[src/rtcai_defines.vh]
`ifndef RTCAI_DEFINES_VH
`define RTCAI_DEFINES_VH

// ----------------------------------------------------------------------
// register offsets in special function register space
// ----------------------------------------------------------------------
`define RTCAI_OFF_EXT_IRQ_ENABLE   8'hE8
`define RTCAI_OFF_ALARM_SUBSECOND  8'hF2
`define RTCAI_OFF_ALARM_SECOND     8'hF3
`define RTCAI_OFF_ALARM_MINUTE     8'hF4
`define RTCAI_OFF_ALARM_HOUR       8'hF5
`define RTCAI_OFF_EXT_IRQ_PRIORITY 8'hF8

// ----------------------------------------------------------------------
// field positions and widths
// ----------------------------------------------------------------------
`define RTCAI_BIT_CLOCK_ALARM      5
`define RTCAI_BIT_WATCHDOG         4
`define RTCAI_BIT_PIN5             3
`define RTCAI_BIT_PIN2             0
`define RTCAI_SRC_COUNT            6
`define RTCAI_SUBSEC_W             8
`define RTCAI_SEC_W                6
`define RTCAI_MIN_W                6
`define RTCAI_HOUR_W               5

// compare enable positions inside the 4-bit compare enable input
`define RTCAI_CE_SUBSEC            3
`define RTCAI_CE_SEC               2
`define RTCAI_CE_MIN               1
`define RTCAI_CE_HOUR              0

// ----------------------------------------------------------------------
// reset values
// ----------------------------------------------------------------------
`define RTCAI_RST_IRQ_BITS         6'h00
`define RTCAI_RST_BYTE             8'h00
`define RTCAI_RST_ALARM_SUBSEC     8'h00
`define RTCAI_RST_ALARM_SEC        6'h00
`define RTCAI_RST_ALARM_MIN        6'h00
`define RTCAI_RST_ALARM_HOUR       5'h00

`endif
[src/rtcai_alarm_irq_ctrl.v]
// How it works
// - enable bit 5 gates clock alarm requests; reads 0 on clockless variants.
// - enable bit 4 gates the watchdog request.
// - enable bits 3..0 gate pin interrupts 5, 4, 3, 2.
// - enable bits 7..6 reserved; they read as zero here.
// - subsecond alarm byte matches subsecond counter only when its compare enable set.
// - subsecond alarm holds through all resets but the no-battery reset.
// - seconds alarm in bits 5..0, gated by its compare enable; bits 7..6 read 0.
// - minutes alarm in bits 5..0, gated by its compare enable; bits 7..6 read 0.
// - seconds and minutes alarms survive all resets but no-battery; upper bits stay 0.
// - hours alarm in bits 4..0, gated by its compare enable; bits 7..5 read 0.
// - weekday bits of the hour counter never take part in comparison.
// - hours alarm survives all resets but no-battery; bits 7..5 stay 0.
// - priority bits 7..6 always read 0.
// - priority bit 5 ranks clock alarm; reads 0 on clockless variants.
// - priority bit 4 ranks the watchdog interrupt.
// - priority bits 3..0 rank pin interrupts 5, 4, 3, 2.
// - alarm flag sets when all enabled fields match; no enables clears it.
// - disabled fields are ignored, giving repeated alarms as they advance.
`timescale 1ns/100ps
`include "rtcai_defines.vh"

module rtcai_alarm_irq_ctrl
#(
   parameter HAS_CLOCK = 1
)
(
   input  wire       clk_in,
   input  wire       rst_n_in,
   input  wire       nobat_rst_n_in,
   input  wire       ce_in,
   input  wire [7:0] sfr_addr_in,
   input  wire       sfr_wr_in,
   input  wire [7:0] sfr_wdata_in,
   input  wire       sfr_rd_in,
   input  wire [7:0] subsecond_counter_in,
   input  wire [5:0] second_counter_in,
   input  wire [5:0] minute_counter_in,
   input  wire [7:0] hour_counter_in,
   input  wire [3:0] compare_enable_in,
   input  wire       flag_clear_in,
   input  wire       watchdog_pending_in,
   input  wire [3:0] pin_pending_in,
   output wire [7:0] sfr_rdata_out,
   output wire       clock_alarm_flag_out,
   output wire [5:0] irq_high_out,
   output wire [5:0] irq_low_out
);

   // ----------------------------------------------------------------------
   // address decode
   // ----------------------------------------------------------------------
   function addr_hit;
      input [7:0] addr;
      input [7:0] offset;
      begin
         addr_hit = (addr == offset);
      end
   endfunction

   wire wr_enable   = ce_in & sfr_wr_in & addr_hit(sfr_addr_in, `RTCAI_OFF_EXT_IRQ_ENABLE);
   wire wr_priority = ce_in & sfr_wr_in & addr_hit(sfr_addr_in, `RTCAI_OFF_EXT_IRQ_PRIORITY);
   wire wr_subsec   = ce_in & sfr_wr_in & addr_hit(sfr_addr_in, `RTCAI_OFF_ALARM_SUBSECOND);
   wire wr_sec      = ce_in & sfr_wr_in & addr_hit(sfr_addr_in, `RTCAI_OFF_ALARM_SECOND);
   wire wr_min      = ce_in & sfr_wr_in & addr_hit(sfr_addr_in, `RTCAI_OFF_ALARM_MINUTE);
   wire wr_hour     = ce_in & sfr_wr_in & addr_hit(sfr_addr_in, `RTCAI_OFF_ALARM_HOUR);

   // ----------------------------------------------------------------------
   // enable and priority registers
   // ----------------------------------------------------------------------
   reg  [5:0] irq_enable_q;
   reg  [5:0] irq_level_q;
   wire [5:0] variant_mask;

   // a clockless part has no alarm source, so its bits are hard zero
   assign variant_mask = (HAS_CLOCK != 0) ? 6'h3F : 6'h1F;

   always @(posedge clk_in)
   begin
      if (!rst_n_in)
      begin
         irq_enable_q <= `RTCAI_RST_IRQ_BITS;
         irq_level_q  <= `RTCAI_RST_IRQ_BITS;
      end
      else
      begin
         if (wr_enable)
            irq_enable_q <= sfr_wdata_in[5:0] & variant_mask;
         if (wr_priority)
            irq_level_q <= sfr_wdata_in[5:0] & variant_mask;
      end
   end

   // ----------------------------------------------------------------------
   // alarm registers
   // ----------------------------------------------------------------------
   // only the no-battery reset touches them; it clears to zero so that
   // simulation never sees unknowns even though software may not rely on it
   reg [7:0] alarm_subsecond_q;
   reg [5:0] alarm_second_q;
   reg [5:0] alarm_minute_q;
   reg [4:0] alarm_hour_q;

   always @(posedge clk_in)
   begin
      if (!nobat_rst_n_in)
      begin
         alarm_subsecond_q <= `RTCAI_RST_ALARM_SUBSEC;
         alarm_second_q    <= `RTCAI_RST_ALARM_SEC;
         alarm_minute_q    <= `RTCAI_RST_ALARM_MIN;
         alarm_hour_q      <= `RTCAI_RST_ALARM_HOUR;
      end
      else
      begin
         // range limits are left to software; values are stored as written
         if (wr_subsec)
            alarm_subsecond_q <= sfr_wdata_in;
         if (wr_sec)
            alarm_second_q <= sfr_wdata_in[5:0];
         if (wr_min)
            alarm_minute_q <= sfr_wdata_in[5:0];
         if (wr_hour)
            alarm_hour_q <= sfr_wdata_in[4:0];
      end
   end

   // ----------------------------------------------------------------------
   // alarm comparison
   // ----------------------------------------------------------------------
   wire eq_subsec = (alarm_subsecond_q == subsecond_counter_in);
   wire eq_sec    = (alarm_second_q == second_counter_in);
   wire eq_min    = (alarm_minute_q == minute_counter_in);
   // weekday bits in the top of the hour counter are never looked at
   wire eq_hour   = (alarm_hour_q == hour_counter_in[4:0]);

   wire any_compare = |compare_enable_in;
   wire match_now   = any_compare
                      & (eq_subsec | ~compare_enable_in[`RTCAI_CE_SUBSEC])
                      & (eq_sec    | ~compare_enable_in[`RTCAI_CE_SEC])
                      & (eq_min    | ~compare_enable_in[`RTCAI_CE_MIN])
                      & (eq_hour   | ~compare_enable_in[`RTCAI_CE_HOUR]);

   // a new alarm is raised each time the time changes while still matching,
   // which gives the repeat-per-tick behaviour of ignored fields
   reg [7:0] prev_subsec_q;
   reg [5:0] prev_sec_q;
   reg [5:0] prev_min_q;
   reg [4:0] prev_hour_q;
   reg       prev_match_q;

   wire time_moved = (prev_subsec_q != subsecond_counter_in)
                   | (prev_sec_q != second_counter_in)
                   | (prev_min_q != minute_counter_in)
                   | (prev_hour_q != hour_counter_in[4:0]);
   wire alarm_event = match_now & (time_moved | ~prev_match_q);

   always @(posedge clk_in)
   begin
      if (!nobat_rst_n_in)
      begin
         prev_subsec_q <= `RTCAI_RST_BYTE;
         prev_sec_q    <= `RTCAI_RST_ALARM_SEC;
         prev_min_q    <= `RTCAI_RST_ALARM_MIN;
         prev_hour_q   <= `RTCAI_RST_ALARM_HOUR;
         prev_match_q  <= 1'b0;
      end
      else if (ce_in)
      begin
         prev_subsec_q <= subsecond_counter_in;
         prev_sec_q    <= second_counter_in;
         prev_min_q    <= minute_counter_in;
         prev_hour_q   <= hour_counter_in[4:0];
         prev_match_q  <= match_now;
      end
   end

   // ----------------------------------------------------------------------
   // alarm flag
   // ----------------------------------------------------------------------
   reg clock_alarm_flag_q;
   reg clock_alarm_flag_d;

   always @*
   begin
      clock_alarm_flag_d = clock_alarm_flag_q;
      if (flag_clear_in)
         clock_alarm_flag_d = 1'b0;
      if (alarm_event)
         clock_alarm_flag_d = 1'b1;
      if (!any_compare)
         clock_alarm_flag_d = 1'b0;
   end

   always @(posedge clk_in)
   begin
      if (!nobat_rst_n_in)
         clock_alarm_flag_q <= 1'b0;
      else if (ce_in)
         clock_alarm_flag_q <= clock_alarm_flag_d;
   end

   assign clock_alarm_flag_out = clock_alarm_flag_q;

   // ----------------------------------------------------------------------
   // request steering
   // ----------------------------------------------------------------------
   wire [5:0] pending;
   reg  [5:0] irq_high_q;
   reg  [5:0] irq_low_q;

   assign pending = {clock_alarm_flag_q & (HAS_CLOCK != 0), watchdog_pending_in,
                     pin_pending_in};

   genvar g;
   generate
      for (g = 0; g < `RTCAI_SRC_COUNT; g = g + 1)
      begin : g_src
         always @(posedge clk_in)
         begin
            if (!rst_n_in)
            begin
               irq_high_q[g] <= 1'b0;
               irq_low_q[g]  <= 1'b0;
            end
            else if (ce_in)
            begin
               irq_high_q[g] <= pending[g] & irq_enable_q[g] & irq_level_q[g];
               irq_low_q[g]  <= pending[g] & irq_enable_q[g] & ~irq_level_q[g];
            end
         end
      end
   endgenerate

   assign irq_high_out = irq_high_q;
   assign irq_low_out  = irq_low_q;

   // ----------------------------------------------------------------------
   // read port
   // ----------------------------------------------------------------------
   reg [7:0] rdata_q;
   reg [7:0] rdata_d;

   always @*
   begin
      rdata_d = `RTCAI_RST_BYTE;
      case (sfr_addr_in)
         `RTCAI_OFF_EXT_IRQ_ENABLE:   rdata_d = {2'b00, irq_enable_q};
         `RTCAI_OFF_EXT_IRQ_PRIORITY: rdata_d = {2'b00, irq_level_q};
         `RTCAI_OFF_ALARM_SUBSECOND:  rdata_d = alarm_subsecond_q;
         `RTCAI_OFF_ALARM_SECOND:     rdata_d = {2'b00, alarm_second_q};
         `RTCAI_OFF_ALARM_MINUTE:     rdata_d = {2'b00, alarm_minute_q};
         `RTCAI_OFF_ALARM_HOUR:       rdata_d = {3'b000, alarm_hour_q};
         default:                     rdata_d = `RTCAI_RST_BYTE;
      endcase
   end

   always @(posedge clk_in)
   begin
      if (!rst_n_in)
         rdata_q <= `RTCAI_RST_BYTE;
      else if (ce_in & sfr_rd_in)
         rdata_q <= rdata_d;
   end

   assign sfr_rdata_out = rdata_q;

endmodule

[config.mk]
export PLATFORM = sky130hd
export DESIGN_NAME = rtcai_alarm_irq_ctrl
export DESIGN_NICKNAME = d
export VERILOG_FILES = /design/src/rtcai_alarm_irq_ctrl.v
export VERILOG_INCLUDE_DIRS = /design/src
export SDC_FILE = /design/constraint.sdc
export NUM_CORES = 1
export LEC_CHECK = 0
export BUFFER_PORTS_ARGS = -buffer_cell sky130_fd_sc_hd__buf_2
export CORE_ASPECT_RATIO = 1.5
export CORE_MARGIN = 3
export CORE_UTILIZATION = 31
export DETAILED_ROUTE_END_ITERATION = 8
export GPL_ROUTABILITY_DRIVEN = 0
export REMOVE_ABC_BUFFERS = 1
export SLEW_MARGIN = 5
export SYNTH_ARGS = -nofsm -noshare
export SYNTH_HDL_FRONTEND = slang
export SYNTH_SLANG_ARGS = --single-unit
[constraint.sdc]
create_clock -name clk_in -period 3.7 [get_ports clk_in]
set_clock_uncertainty 0.05 [all_clocks]
set_input_delay 0.925 -clock clk_in [delete_from_list [all_inputs] [get_ports clk_in]]
set_output_delay 0.925 -clock clk_in [all_outputs]
set_load 0.02 [all_outputs]
; ---- Word-level counts from Yosys, hierarchy flattened
; Index checks and enable logic that the tools add are counted.
[classes]
eq_ne = 15
n_mux = 4
n_bitwise = 50
reduce_logical = 2
[op_table]
columns = operator, count
row1 = $eq A8 B8 Y1 const B, 6
row2 = $pmux W8 S6, 1
row3 = $and A1 B1 Y1, 31
row4 = $eq A6 B6 Y1, 2
row5 = $ne A6 B6 Y1, 2
row6 = $not A1 Y1, 11
row7 = $eq A8 B8 Y1, 1
row8 = $ne A8 B8 Y1, 1
row9 = $or A1 B1 Y1, 8
row10 = $eq A5 B5 Y1, 1
row11 = $ne A5 B5 Y1, 1
row12 = $reduce_or A4 Y1, 1
row13 = $mux W1, 3
row14 = $ne A3 B2 Y1 const B, 1
row15 = $reduce_and A2 Y1, 1
[totals]
regBits = 84
input_bits = 60
word_cells = 96

; ---- Logic depth before layout (Yosys ltp)
; Gate-level depths: netlist (run 1).
[depth]
depth_word = 9
depth_mapped = 7
mapped_depth_nobuf = 5

; ---- Worst setup path after synthesis (run 1)
; Ideal clock, no wire load.
[synth_path]
kind = input port to flip-flop
start = input sfr_addr_in[4]
end = register alarm_subsecond_q[0]
setup_time_ns = 0.116
arrival_ns = 2.370
required_time_ns = 3.534
slack_ns = 1.164
cell_stages = 7
cell_sequence = buf_6 inv_4 or4_4 buf_6 nor3_4 mux2i_1 nor2b_1
[synth_between]
elab_chain_len = 2
[synth_lines]
columns = item, line_no
row1 = "start, declared", rtcai_alarm_irq_ctrl.v:32  ; input wire [7:0] sfr_addr_in,
row2 = $eq A8 B8 Y1, rtcai_alarm_irq_ctrl.v:57  ; addr_hit = (addr == offset);
row3 = $and A1 B1 Y1, rtcai_alarm_irq_ctrl.v:63  ; wire wr_subsec = ce_in & sfr_wr_in & addr_hit(sfr_addr_in, `RTCAI_OFF_ALARM_SUBSECOND);
row4 = "end signal, assigned", rtcai_alarm_irq_ctrl.v:108  ; alarm_subsecond_q <= `RTCAI_RST_ALARM_SUBSEC;
row5 = "end signal, assigned", rtcai_alarm_irq_ctrl.v:117  ; alarm_subsecond_q <= sfr_wdata_in;
row6 = "end, declared", rtcai_alarm_irq_ctrl.v:99  ; reg [7:0] alarm_subsecond_q;
; Every way passes these cells.
; A chain may end at the register's enable or synchronous reset.

; ---- Worst setup path after layout (run 1)
[layout_path]
start = input sfr_addr_in[0]
end = register irq_level_q[3]
[layout_between]
elab_chain_len = 2
[layout_lines]
columns = item, line_no
row1 = $eq A8 B8 Y1, rtcai_alarm_irq_ctrl.v:57
row2 = $and A1 B1 Y1, rtcai_alarm_irq_ctrl.v:62  ; wire wr_priority = ce_in & sfr_wr_in & addr_hit(sfr_addr_in, `RTCAI_OFF_EXT_IRQ_PRIORITY);
row3 = "end signal, assigned", rtcai_alarm_irq_ctrl.v:83  ; irq_level_q <= `RTCAI_RST_IRQ_BITS;
row4 = "end signal, assigned", rtcai_alarm_irq_ctrl.v:90  ; irq_level_q <= sfr_wdata_in[5:0] & variant_mask;
row5 = "end, declared", rtcai_alarm_irq_ctrl.v:72  ; reg [5:0] irq_level_q;
; Every way passes these cells.

==> run metrics, run 1 <==
Fmax 388 MHz; GRT overflow 0; Wirelength per Cell 16.3 um; DR vias/cell 4.81; clock slew at reported path FFs 60 ps; ranking of synthesized cells by area dfxtp_1 (41%), mux2i_1 (18%), nor2b_1 (9.6%); Worst Path Arrival 2760 ps; clock buffer count from CTS 9; count leader, synth dfxtp_1; routed via count 3073; worst-margin pin slew 717 ps; WHS 417 ps; setup TNS 0 ps; # nets final 535; top post-synthesis cells by count dfxtp_1 (84), mux2i_1 (74), nor2b_1 (63); Mapped Cells 404; MaxCap Viol Count 0; H-tree levels 3; share of layout cells above drive strength 1 21.5%; Synth Register Bits 84; synth warn 0; Max-slew headroom 52.2%; final hold viol count 0; peak supply drop 0.257 mV; root buffer cell clkbuf_16; fin cells 639; antenna diode count 0; Layout area overhead 20.7%; status completed; wire length of the first global-routing pass 16500 um; Setup CP Type in2reg; Placed Cells 623; post-synth top area share 40.8%; # hold bufs at CTS 0; setup repair bufs after CTS 0; crit end category flop; clk sinks 84; Initial Util 31.6%; Yosys cell types 33; Final Setup Violations 0; Min-Delay Path Class reg2reg; cell area after synthesis 4120 sq um; sequential share of the synthesized area 40.8%; largest net degree at the start of global routing 54; Pwr Density 430 nW/um^2; Iter 0 DRT Violations 94; 1st-pass router iterations 4; CP startpoint kind primary input; die area 14700 sq um; DRC viols 0; Buffers on Ports 77; GRT Resource Usage Total 14.7%; syn_area_per_cell 10.2 sq um; CTS tree built; DP Wirelength 8140 um; fin crit share 69.7%; Worst Path Max Fanout 11; Final Critical Period 2580 ps; post-synth top area cell dfxtp_1; Final ANT Viol Nets 0; WP data required 3880 ps; final wirelength 10400 um; Post-synth ARST share 0%; RSZ-0062 raised after global routing false; worst-skew pair later-pin latency 340 ps; Post-synth top flop dfxtp_1; Leak 1.95 nW; Core ar. 13000 sq um; PostCTS Resize Cnt 0; initial antenna violation count 0; vias in the first global route 3162; worst-case clock buffer depth 2; Die W 100 um; Die Ht 147 um; # rows 51; Ports 81; Slew Viols, Final 0; Post-synth EDFFs 0; Power, Total 2.14 mW
routing by layer:
layer | GRT usage [%] | vias to the layer above | share of wire, %
met1 | 16.2 | 1442 | 40
met5 | 0 | - | 0
met4 | 6.34 | 0 | 2.9
li1 | - | 1555 | -
met3 | 3.66 | 15 | 4.1
met2 | 26.3 | 61 | 53
cell type report:
type / instances / area, sq um
clock inverters: 3 / 67.6
clock buffers: 13 / 270
fillers: 1309 / 8050
multi-input cells: 297 / 2330
flip-flops and latches: 84 / 1680
inverters: 2 / 10.0
well taps: 159 / 199
repair buffers: 81 / 415
flip-flops by register name, summed over array words and instances, names as in the netlist:
register              flops
prev_hour_q               5
alarm_second_q            6
prev_min_q                6
sfr_rdata_out             8
alarm_subsecond_q         8
prev_subsec_q             8
clock_alarm_flag_out      1
irq_low_out               6
irq_level_q               6
irq_enable_q              6
prev_sec_q                6
alarm_minute_q            6
alarm_hour_q              5
prev_match_q              1
irq_high_out              6
metrics by stage:
stage	setup slack [ps]	utilization [%]	cell area, sq um
floorplan	1130	-	4020
global placement	803	35.6	4630
detailed placement	751	35.6	4630
CTS	1120	38.2	4970
global route	1040	38.2	4970
finish	1120	38.2	4970
layout by cell type, fill, tap and decap left out, drive strengths merged:
master,synthesis,routed
dfxtp,84,84
buf,8,81
mux2i,74,74
nor2b,63,63
xnor2,28,28
xor2,22,22
a21boi,15,15
nand2b,14,14
clkbuf,13,13
nand4,12,12
nand3,9,9
nor4,8,8
nand2,7,7
o21ai,7,7
nand4b,7,7
nor2,6,6
o221ai,5,5
a221oi,5,5
o31ai,4,4
nor3,3,3
bufinv,0,2
inv,2,2
or4,2,2
nand3b,1,1
and2,1,1
o22a,1,1
a21o,1,1
or3,1,1
o22ai,1,1
clkinvlp,0,1
final timing paths:
path / from / to / slack (ps) / cells past startpoint
worst min-delay path: sfr_rdata_out[6]$_SDFFE_PN0P_ / sfr_rdata_out[6]$_SDFFE_PN0P_ / 420 / 2
worst min register to register: sfr_rdata_out[6]$_SDFFE_PN0P_ / sfr_rdata_out[6]$_SDFFE_PN0P_ / 420 / 2
worst max-delay path: sfr_addr_in[0] / irq_level_q[3]$_SDFFE_PN0P_ / 1120 / 6
worst max register to register: prev_min_q[3]$_SDFFE_PN0P_ / clock_alarm_flag_out$_SDFFE_PN0P_ / 1970 / 5
worst max-delay path, stage by stage:
cell and delay (ps):
buf_2 200, nand2b_1 180, or4_1 600, or3_1 560
mux2i_1 220, nor2b_1 70
cells by family after synthesis:
family | Yosys count | synth area share (%)
buf+inv | 23 | 2.64
mux | 74 | 18.0
simple gates | 134 | 20.9
compound gates | 39 | 6.99
xor+xnor | 50 | 10.6
flops | 84 | 40.8
report_power, final:
group          internal [mW]  leakage (nW)  switching [mW]
Clock                  0.647         0.162           0.364
Combinational         0.0885          1.11           0.102
Sequential             0.924         0.682          0.0125
Total                   1.66          1.95           0.478
Note: power is estimated with default switching activity, not from simulation.
==> run 2, diff against run 1 <==
Clock period 3.7 ns to 2.7 ns, I/O delays scaled along.
==> run 2 against run 1 <==
Against the previous run: worst setup slack got worse by 550 ps; flip-flop and latch count did not move; cell count rose by 0.63%; via count rose by 4.0%; sequential share of layout area rose by 0.15 points; first-iteration DRC count rose by 12%; total power rose by 25%; count of clock-buffer cells in the layout fell by 2; combinational power rose by 42%.
==> run metrics, run 2 (synthesis gave the netlist of run 1 again) <==
Layout area overhead 20.2%; Psw 643 uW (+34%); peak supply drop 0.260 mV (+1.3%); clk sinks 84 (unchanged); 1st-pass router iterations 4 (unchanged); status completed; CP cell instances buf_2 -> nand3_1 -> or4_1 -> or3_1 -> mux2i_1 -> nor2b_1; largest net degree at the start of global routing 41 (-24%); clock buffer count from CTS 9 (unchanged); PostCTS Resize Cnt 0 (unchanged); final hold viol count 0 (unchanged); share of layout cells above drive strength 1 22.1% (+0.65 points); final wirelength 10800 um (+3.4%); root buffer cell clkbuf_16; WP data required 2880 ps (-1000 ps); Slew Viols, Final 0 (unchanged); Final Setup Violations 0 (unchanged); # hold bufs at CTS 0 (unchanged); Max-slew headroom 65.2% (+13 points); Setup CP Type in2reg; fin crit share 78.7%; RSZ-0062 raised after global routing false; H-tree levels 3 (unchanged); crit end category flop; GRT overflow 0 (unchanged); commonest cells after routing, fill and taps aside dfxtp_1 (84), buf_2 (77), mux2i_1 (74); FF+latch area 1680 sq um (unchanged); antenna diode count 0 (unchanged); DP Wirelength 8470 um (+4.0%); Iter 0 DRT Violations 105 (+12%); WHS Path Cells 2 (unchanged); CP top delay family simple AND/OR/NAND/NOR gates; Buffers on Ports 77 (unchanged); worst-skew pair later-pin latency 340 ps (about the same); Pwr Density 539 nW/um^2 (+25%); MaxCap Viol Count 0 (unchanged); Gate power share 10.1% (+1.2 points); # rows 51 (unchanged); Worst Path Max Fanout 6 (-5); setup TNS 0 ps (unchanged); CTS tree built; Sw Ratio 24.1% (+1.7 points); Flop pwr share 48.1% (+4.3 points); Place WS 216 ps (-535 ps); Critical path origin sfr_addr_in[6]; Die W 100 um (unchanged); Pint 2.03 mW (+22%); worst-margin pin slew 517 ps (-200 ps); clock share of power 41.7% (-5.6 points); wire length of the first global-routing pass 17100 um (+3.7%); Worst Path Arrival 2310 ps (-450 ps); Ports 81 (unchanged); GRT Resource Usage Total 15.1% (+0.43 points); WHS 421 ps (+4.68 ps); Leak 1.95 nW (+0.12%); DR vias/cell 4.97 (+3.3%); Core ar. 13000 sq um (unchanged); worst-case clock buffer depth 2 (unchanged); Crit path largest cell delay 590 ps (about the same); slowest CP cell or4_1; commonest non-fill, non-tap cell in the layout dfxtp_1; clock slew at reported path FFs 60 ps (about the same); PnR worst setup slack 575 ps (-548 ps); Util after Layout 38.0% (-0.17 points); Buf/Inv on CP 1 (unchanged); setup repair bufs after CTS 0 (unchanged); instance count on the critical path 6 (unchanged); Final Critical Period 2130 ps; Fmax 471 MHz; Die Ht 147 um (unchanged); Reg2Reg Launch Point prev_min_q[3]$_SDFFE_PN0P_; reg2reg path depth 5 (unchanged); vias in the first global route 3291 (+4.1%); min-delay src sfr_rdata_out[6]$_SDFFE_PN0P_; Min-Delay Path Class reg2reg; Multi-input gate area 2330 sq um (unchanged); Wirelength per Cell 16.8 um (+2.8%); DRC viols 0 (unchanged); routed via count 3195 (+4.0%); initial antenna violation count 0 (unchanged); Initial Util 31.6% (unchanged); # nets final 541 (+1.1%); CP startpoint kind primary input; # fillers 1340 (+2.4%); Final ANT Viol Nets 0 (unchanged); die area 14700 sq um (unchanged)
## run 2: cell types whose count changed in the layout (fill, tap and decap cells not counted)
cell and change:
buf_4 +5, clkinv_2 +3, bufinv_16 -2, clkbuf_8 -2, buf_12 +1, clkinvlp_4 -1
## run 2: path summary, 6_finish.rpt
kind | to | slack, ps
hold / removal | sfr_rdata_out[6]$_SDFFE_PN0P_ | 420
setup / recovery | irq_level_q[5]$_SDFFE_PN0P_ | 570
setup reg to reg | clock_alarm_flag_out$_SDFFE_PN0P_ | 950
hold reg to reg | sfr_rdata_out[6]$_SDFFE_PN0P_ | 420
## run 2: cell type report
cell class              count  share of cell area, %
clock buffers              11                   4.90
inverters                   2                  0.202
clock inverters             3                  0.303
well taps                 159                   4.02
flip-flops and latches     84                   34.0
multi-input cells         297                   47.0
repair buffers             87                   9.56
## run 2: worst reg2reg max path, delay by kind of cell, from the launching register on
kind / cells / cell delay, ps
DFF: 1 / 310
xor gates and xnor gates: 1 / 150
and+or+nand+nor: 3 / 1030
AOI/OAI and AO/OA: 1 / 90
## run 2: routing by layer
layer	part of all wire, %	track usage, %
met3	3.3	3.04
met4	2.3	6.34
met2	54	27.4
met1	41	17.0
met5	0	0
## run 2: power by group through the flow
stage,combinational [mW],sequential [mW],clock (mW)
5_1_grt,0.297,1.29,1.20
3_5_place_dp,0.274,1.31,0
4_1_cts,0.276,1.28,1.14
2_1_floorplan,0.124,1.31,0
6_report,0.271,1.28,1.11
3_3_place_gp,0.269,1.31,0
## run 2: metrics by stage
step	total power, mW	std cells	instance area (sq um)
2_1_floorplan	1.44	383	4020
3_3_place_gp	1.58	629	4690
3_5_place_dp	1.59	629	4690
4_1_cts	2.70	643	4950
5_1_grt	2.79	643	4950
6_report	2.67	643	4950
==> run 3, diff against run 2 <==
Settings changed: ABC_AREA set to 1.
Clock period 2.7 ns to 2 ns, I/O delays scaled along.
==> run 3 against run 2 <==
Against the previous run: die area rose by 5.0%; largest power group is now clock; critical endpoint is now alarm_subsecond_q[0]$_SDFFE_PN0P_; first-iteration DRC count rose by 75%; highest routed layer unchanged; synthesized cell count rose by 60%.
==> run metrics, run 3 <==
PostCTS Resize Cnt 0 (unchanged); # hold bufs at CTS 0 (unchanged); Die Ht 151 um (+2.5%); antenna diode count 0 (unchanged); die area 15500 sq um (+5.0%); Min-Delay Path Class in2reg; Psw 989 uW (+54%); Fmax 628 MHz; Wirelength per Cell 14.0 um (-17%); Final Setup Violations 0 (unchanged); worst-margin pin slew 426 ps (-91.3 ps); Leak 2.48 nW (+27%); fin crit share 79.6%; sequential share of the synthesized area 38.8% (-2.0 points); Post-synth top flop dfxtp_1; initial antenna violation count 0 (unchanged); Gate power share 11.0% (+0.9 points); commonest non-fill, non-tap cell in the layout nand2_1; Place WS 59.0 ps (-157 ps); largest net degree at the start of global routing 49 (+20%); grt met2 use 29.6% (+2.2 points); H-tree levels 3 (unchanged); wire length of the first global-routing pass 19900 um (+16%); Yosys cell types 29 (-12%); clock buffer count from CTS 9 (unchanged); worst-skew pair later-pin latency 340 ps (about the same); Iter 0 DRT Violations 184 (+75%); post-synth top area cell dfxtp_1; Post-synth EDFFs 0 (unchanged); root buffer cell clkbuf_16; Mapped Cells 648 (+60%); Placed Cells 877 (+39%); final wirelength 12500 um (+15%); share of layout cells above drive strength 1 17.0% (-5.1 points); DR vias/cell 4.70 (-5.5%); clock slew at reported path FFs 60 ps (about the same); GRT Resource Usage Total 16.8% (+1.6 points); Pwr Density 783 nW/um^2 (+45%); Post-synth ARST share 0% (unchanged); Pint 3.11 mW (+53%); Layout area overhead 20.7%; clock share of power 46.1% (+4.4 points); Sw Ratio 24.1% (+0.043 points); GRT overflow 0 (unchanged); post-synth top area share 38.8% (-2.0 points); synth warn 0 (unchanged); final hold viol count 0 (unchanged); Final Critical Period 1590 ps; vias in the first global route 4027 (+22%); Initial Util 31.9% (+0.24 points); MaxCap Viol Count 0 (unchanged); 1st-pass router iterations 4 (unchanged); CP startpoint kind primary input; crit end category flop; Buffers on Ports 77 (unchanged); ranking of synthesized cells by area dfxtp_1 (39%), nand2_1 (13%), inv_1 (8.9%); setup repair bufs after CTS 0 (unchanged); Worst Path Max Fanout 13 (+7); Synth Register Bits 84 (unchanged); # rows 52 (+2.0%); RSZ-0062 raised after global routing false; setup TNS 0 ps (unchanged); count leader, synth nand2_1; WP data required 2160 ps (-720 ps); status completed; syn_area_per_cell 6.69 sq um (-34%); CTS tree built; Power, Total 4.10 mW (+54%); WHS 387 ps (-34.5 ps); worst-case clock buffer depth 2 (unchanged); peak supply drop 0.510 mV (+96%); # nets final 786 (+45%); cell area after synthesis 4340 sq um (+5.3%); Die W 103 um (+2.4%); DRC viols 0 (unchanged); routed via count 4190 (+31%); PnR worst setup slack 409 ps (-166 ps); Setup CP Type in2reg; commonest cells after routing, fill and taps aside nand2_1 (150), inv_1 (103), dfxtp_1 (84); Util after Layout 38.5% (+0.45 points); Worst Path Arrival 1750 ps (-560 ps); M1 GR Usage 18.9% (+1.9 points); Slew Viols, Final 0 (unchanged); fin cells 892 (+39%); Core ar. 13600 sq um (+4.5%); Flop pwr share 43.0% (-5.1 points); Max-slew headroom 71.6% (+6.4 points); top post-synthesis cells by count nand2_1 (150), inv_1 (103), dfxtp_1 (84); met3 GRT Util 3.00% (-0.045 points); Final ANT Viol Nets 0 (unchanged); Ports 81 (unchanged); Cell Area, Placed 4900 sq um (+4.4%); Design Area, Final 5230 sq um (+5.7%); clk sinks 84 (unchanged); DP Wirelength 9950 um (+17%); busiest grt layer met2
## run 3: metal layers
layer	up-vias	part of all wire [%]
li1	2220	-
met1	1863	40
met2	82	52
met3	25	3.5
met4	0	4.1
met5	-	0
## run 3: logic make-up (layout without fill, tap and decap cells)
logic type | after synthesis | count (layout) | share of synthesized area [%]
compound gates | 172 | 172 | 20.5
xor+xnor | 13 | 13 | 2.63
buf+inv | 131 | 213 | 12.0
flops | 84 | 84 | 38.8
simple gates | 248 | 248 | 26.1
## run 3: final timing paths
check | start | end | slack [ps] | cells past startpoint
max | sfr_addr_in[2] | alarm_subsecond_q[0]$_SDFFE_PN0P_ | 410 | 9
min | pin_pending_in[1] | irq_low_out[1]$_SDFFE_PN0P_ | 390 | 3
max reg2reg | alarm_minute_q[1]$_SDFFE_PN0P_ | clock_alarm_flag_out$_SDFFE_PN0P_ | 600 | 10
min reg2reg | sfr_rdata_out[6]$_SDFFE_PN0P_ | sfr_rdata_out[6]$_SDFFE_PN0P_ | 410 | 2
## run 3: critical path: stages
cell     delay, ps
buf_2           90
inv_1          100
nand2_1        120
nor2_1         130
nand3_2        130
inv_2          140
nand2_1        250
o21ai_0        240
a21oi_1         60
## run 3: power groups by stage
stage               combinational, mW  clock (mW)  sequential (mW)
global placement                0.451           0             1.80
detailed placement              0.456           0             1.80
CTS                             0.458        1.93             1.76
global route                    0.516        1.99             1.77
finish                          0.450        1.89             1.76
floorplan                       0.218           0             1.81
## run 3: layout make-up
class / instances / area (sq um)
clock inverters: 4 / 98.8
inverters: 110 / 413
multi-input cells: 433 / 2130
flip-flops and latches: 84 / 1680
repair buffers: 88 / 468
clock buffers: 11 / 233
fillers: 1502 / 8370
well taps: 162 / 203
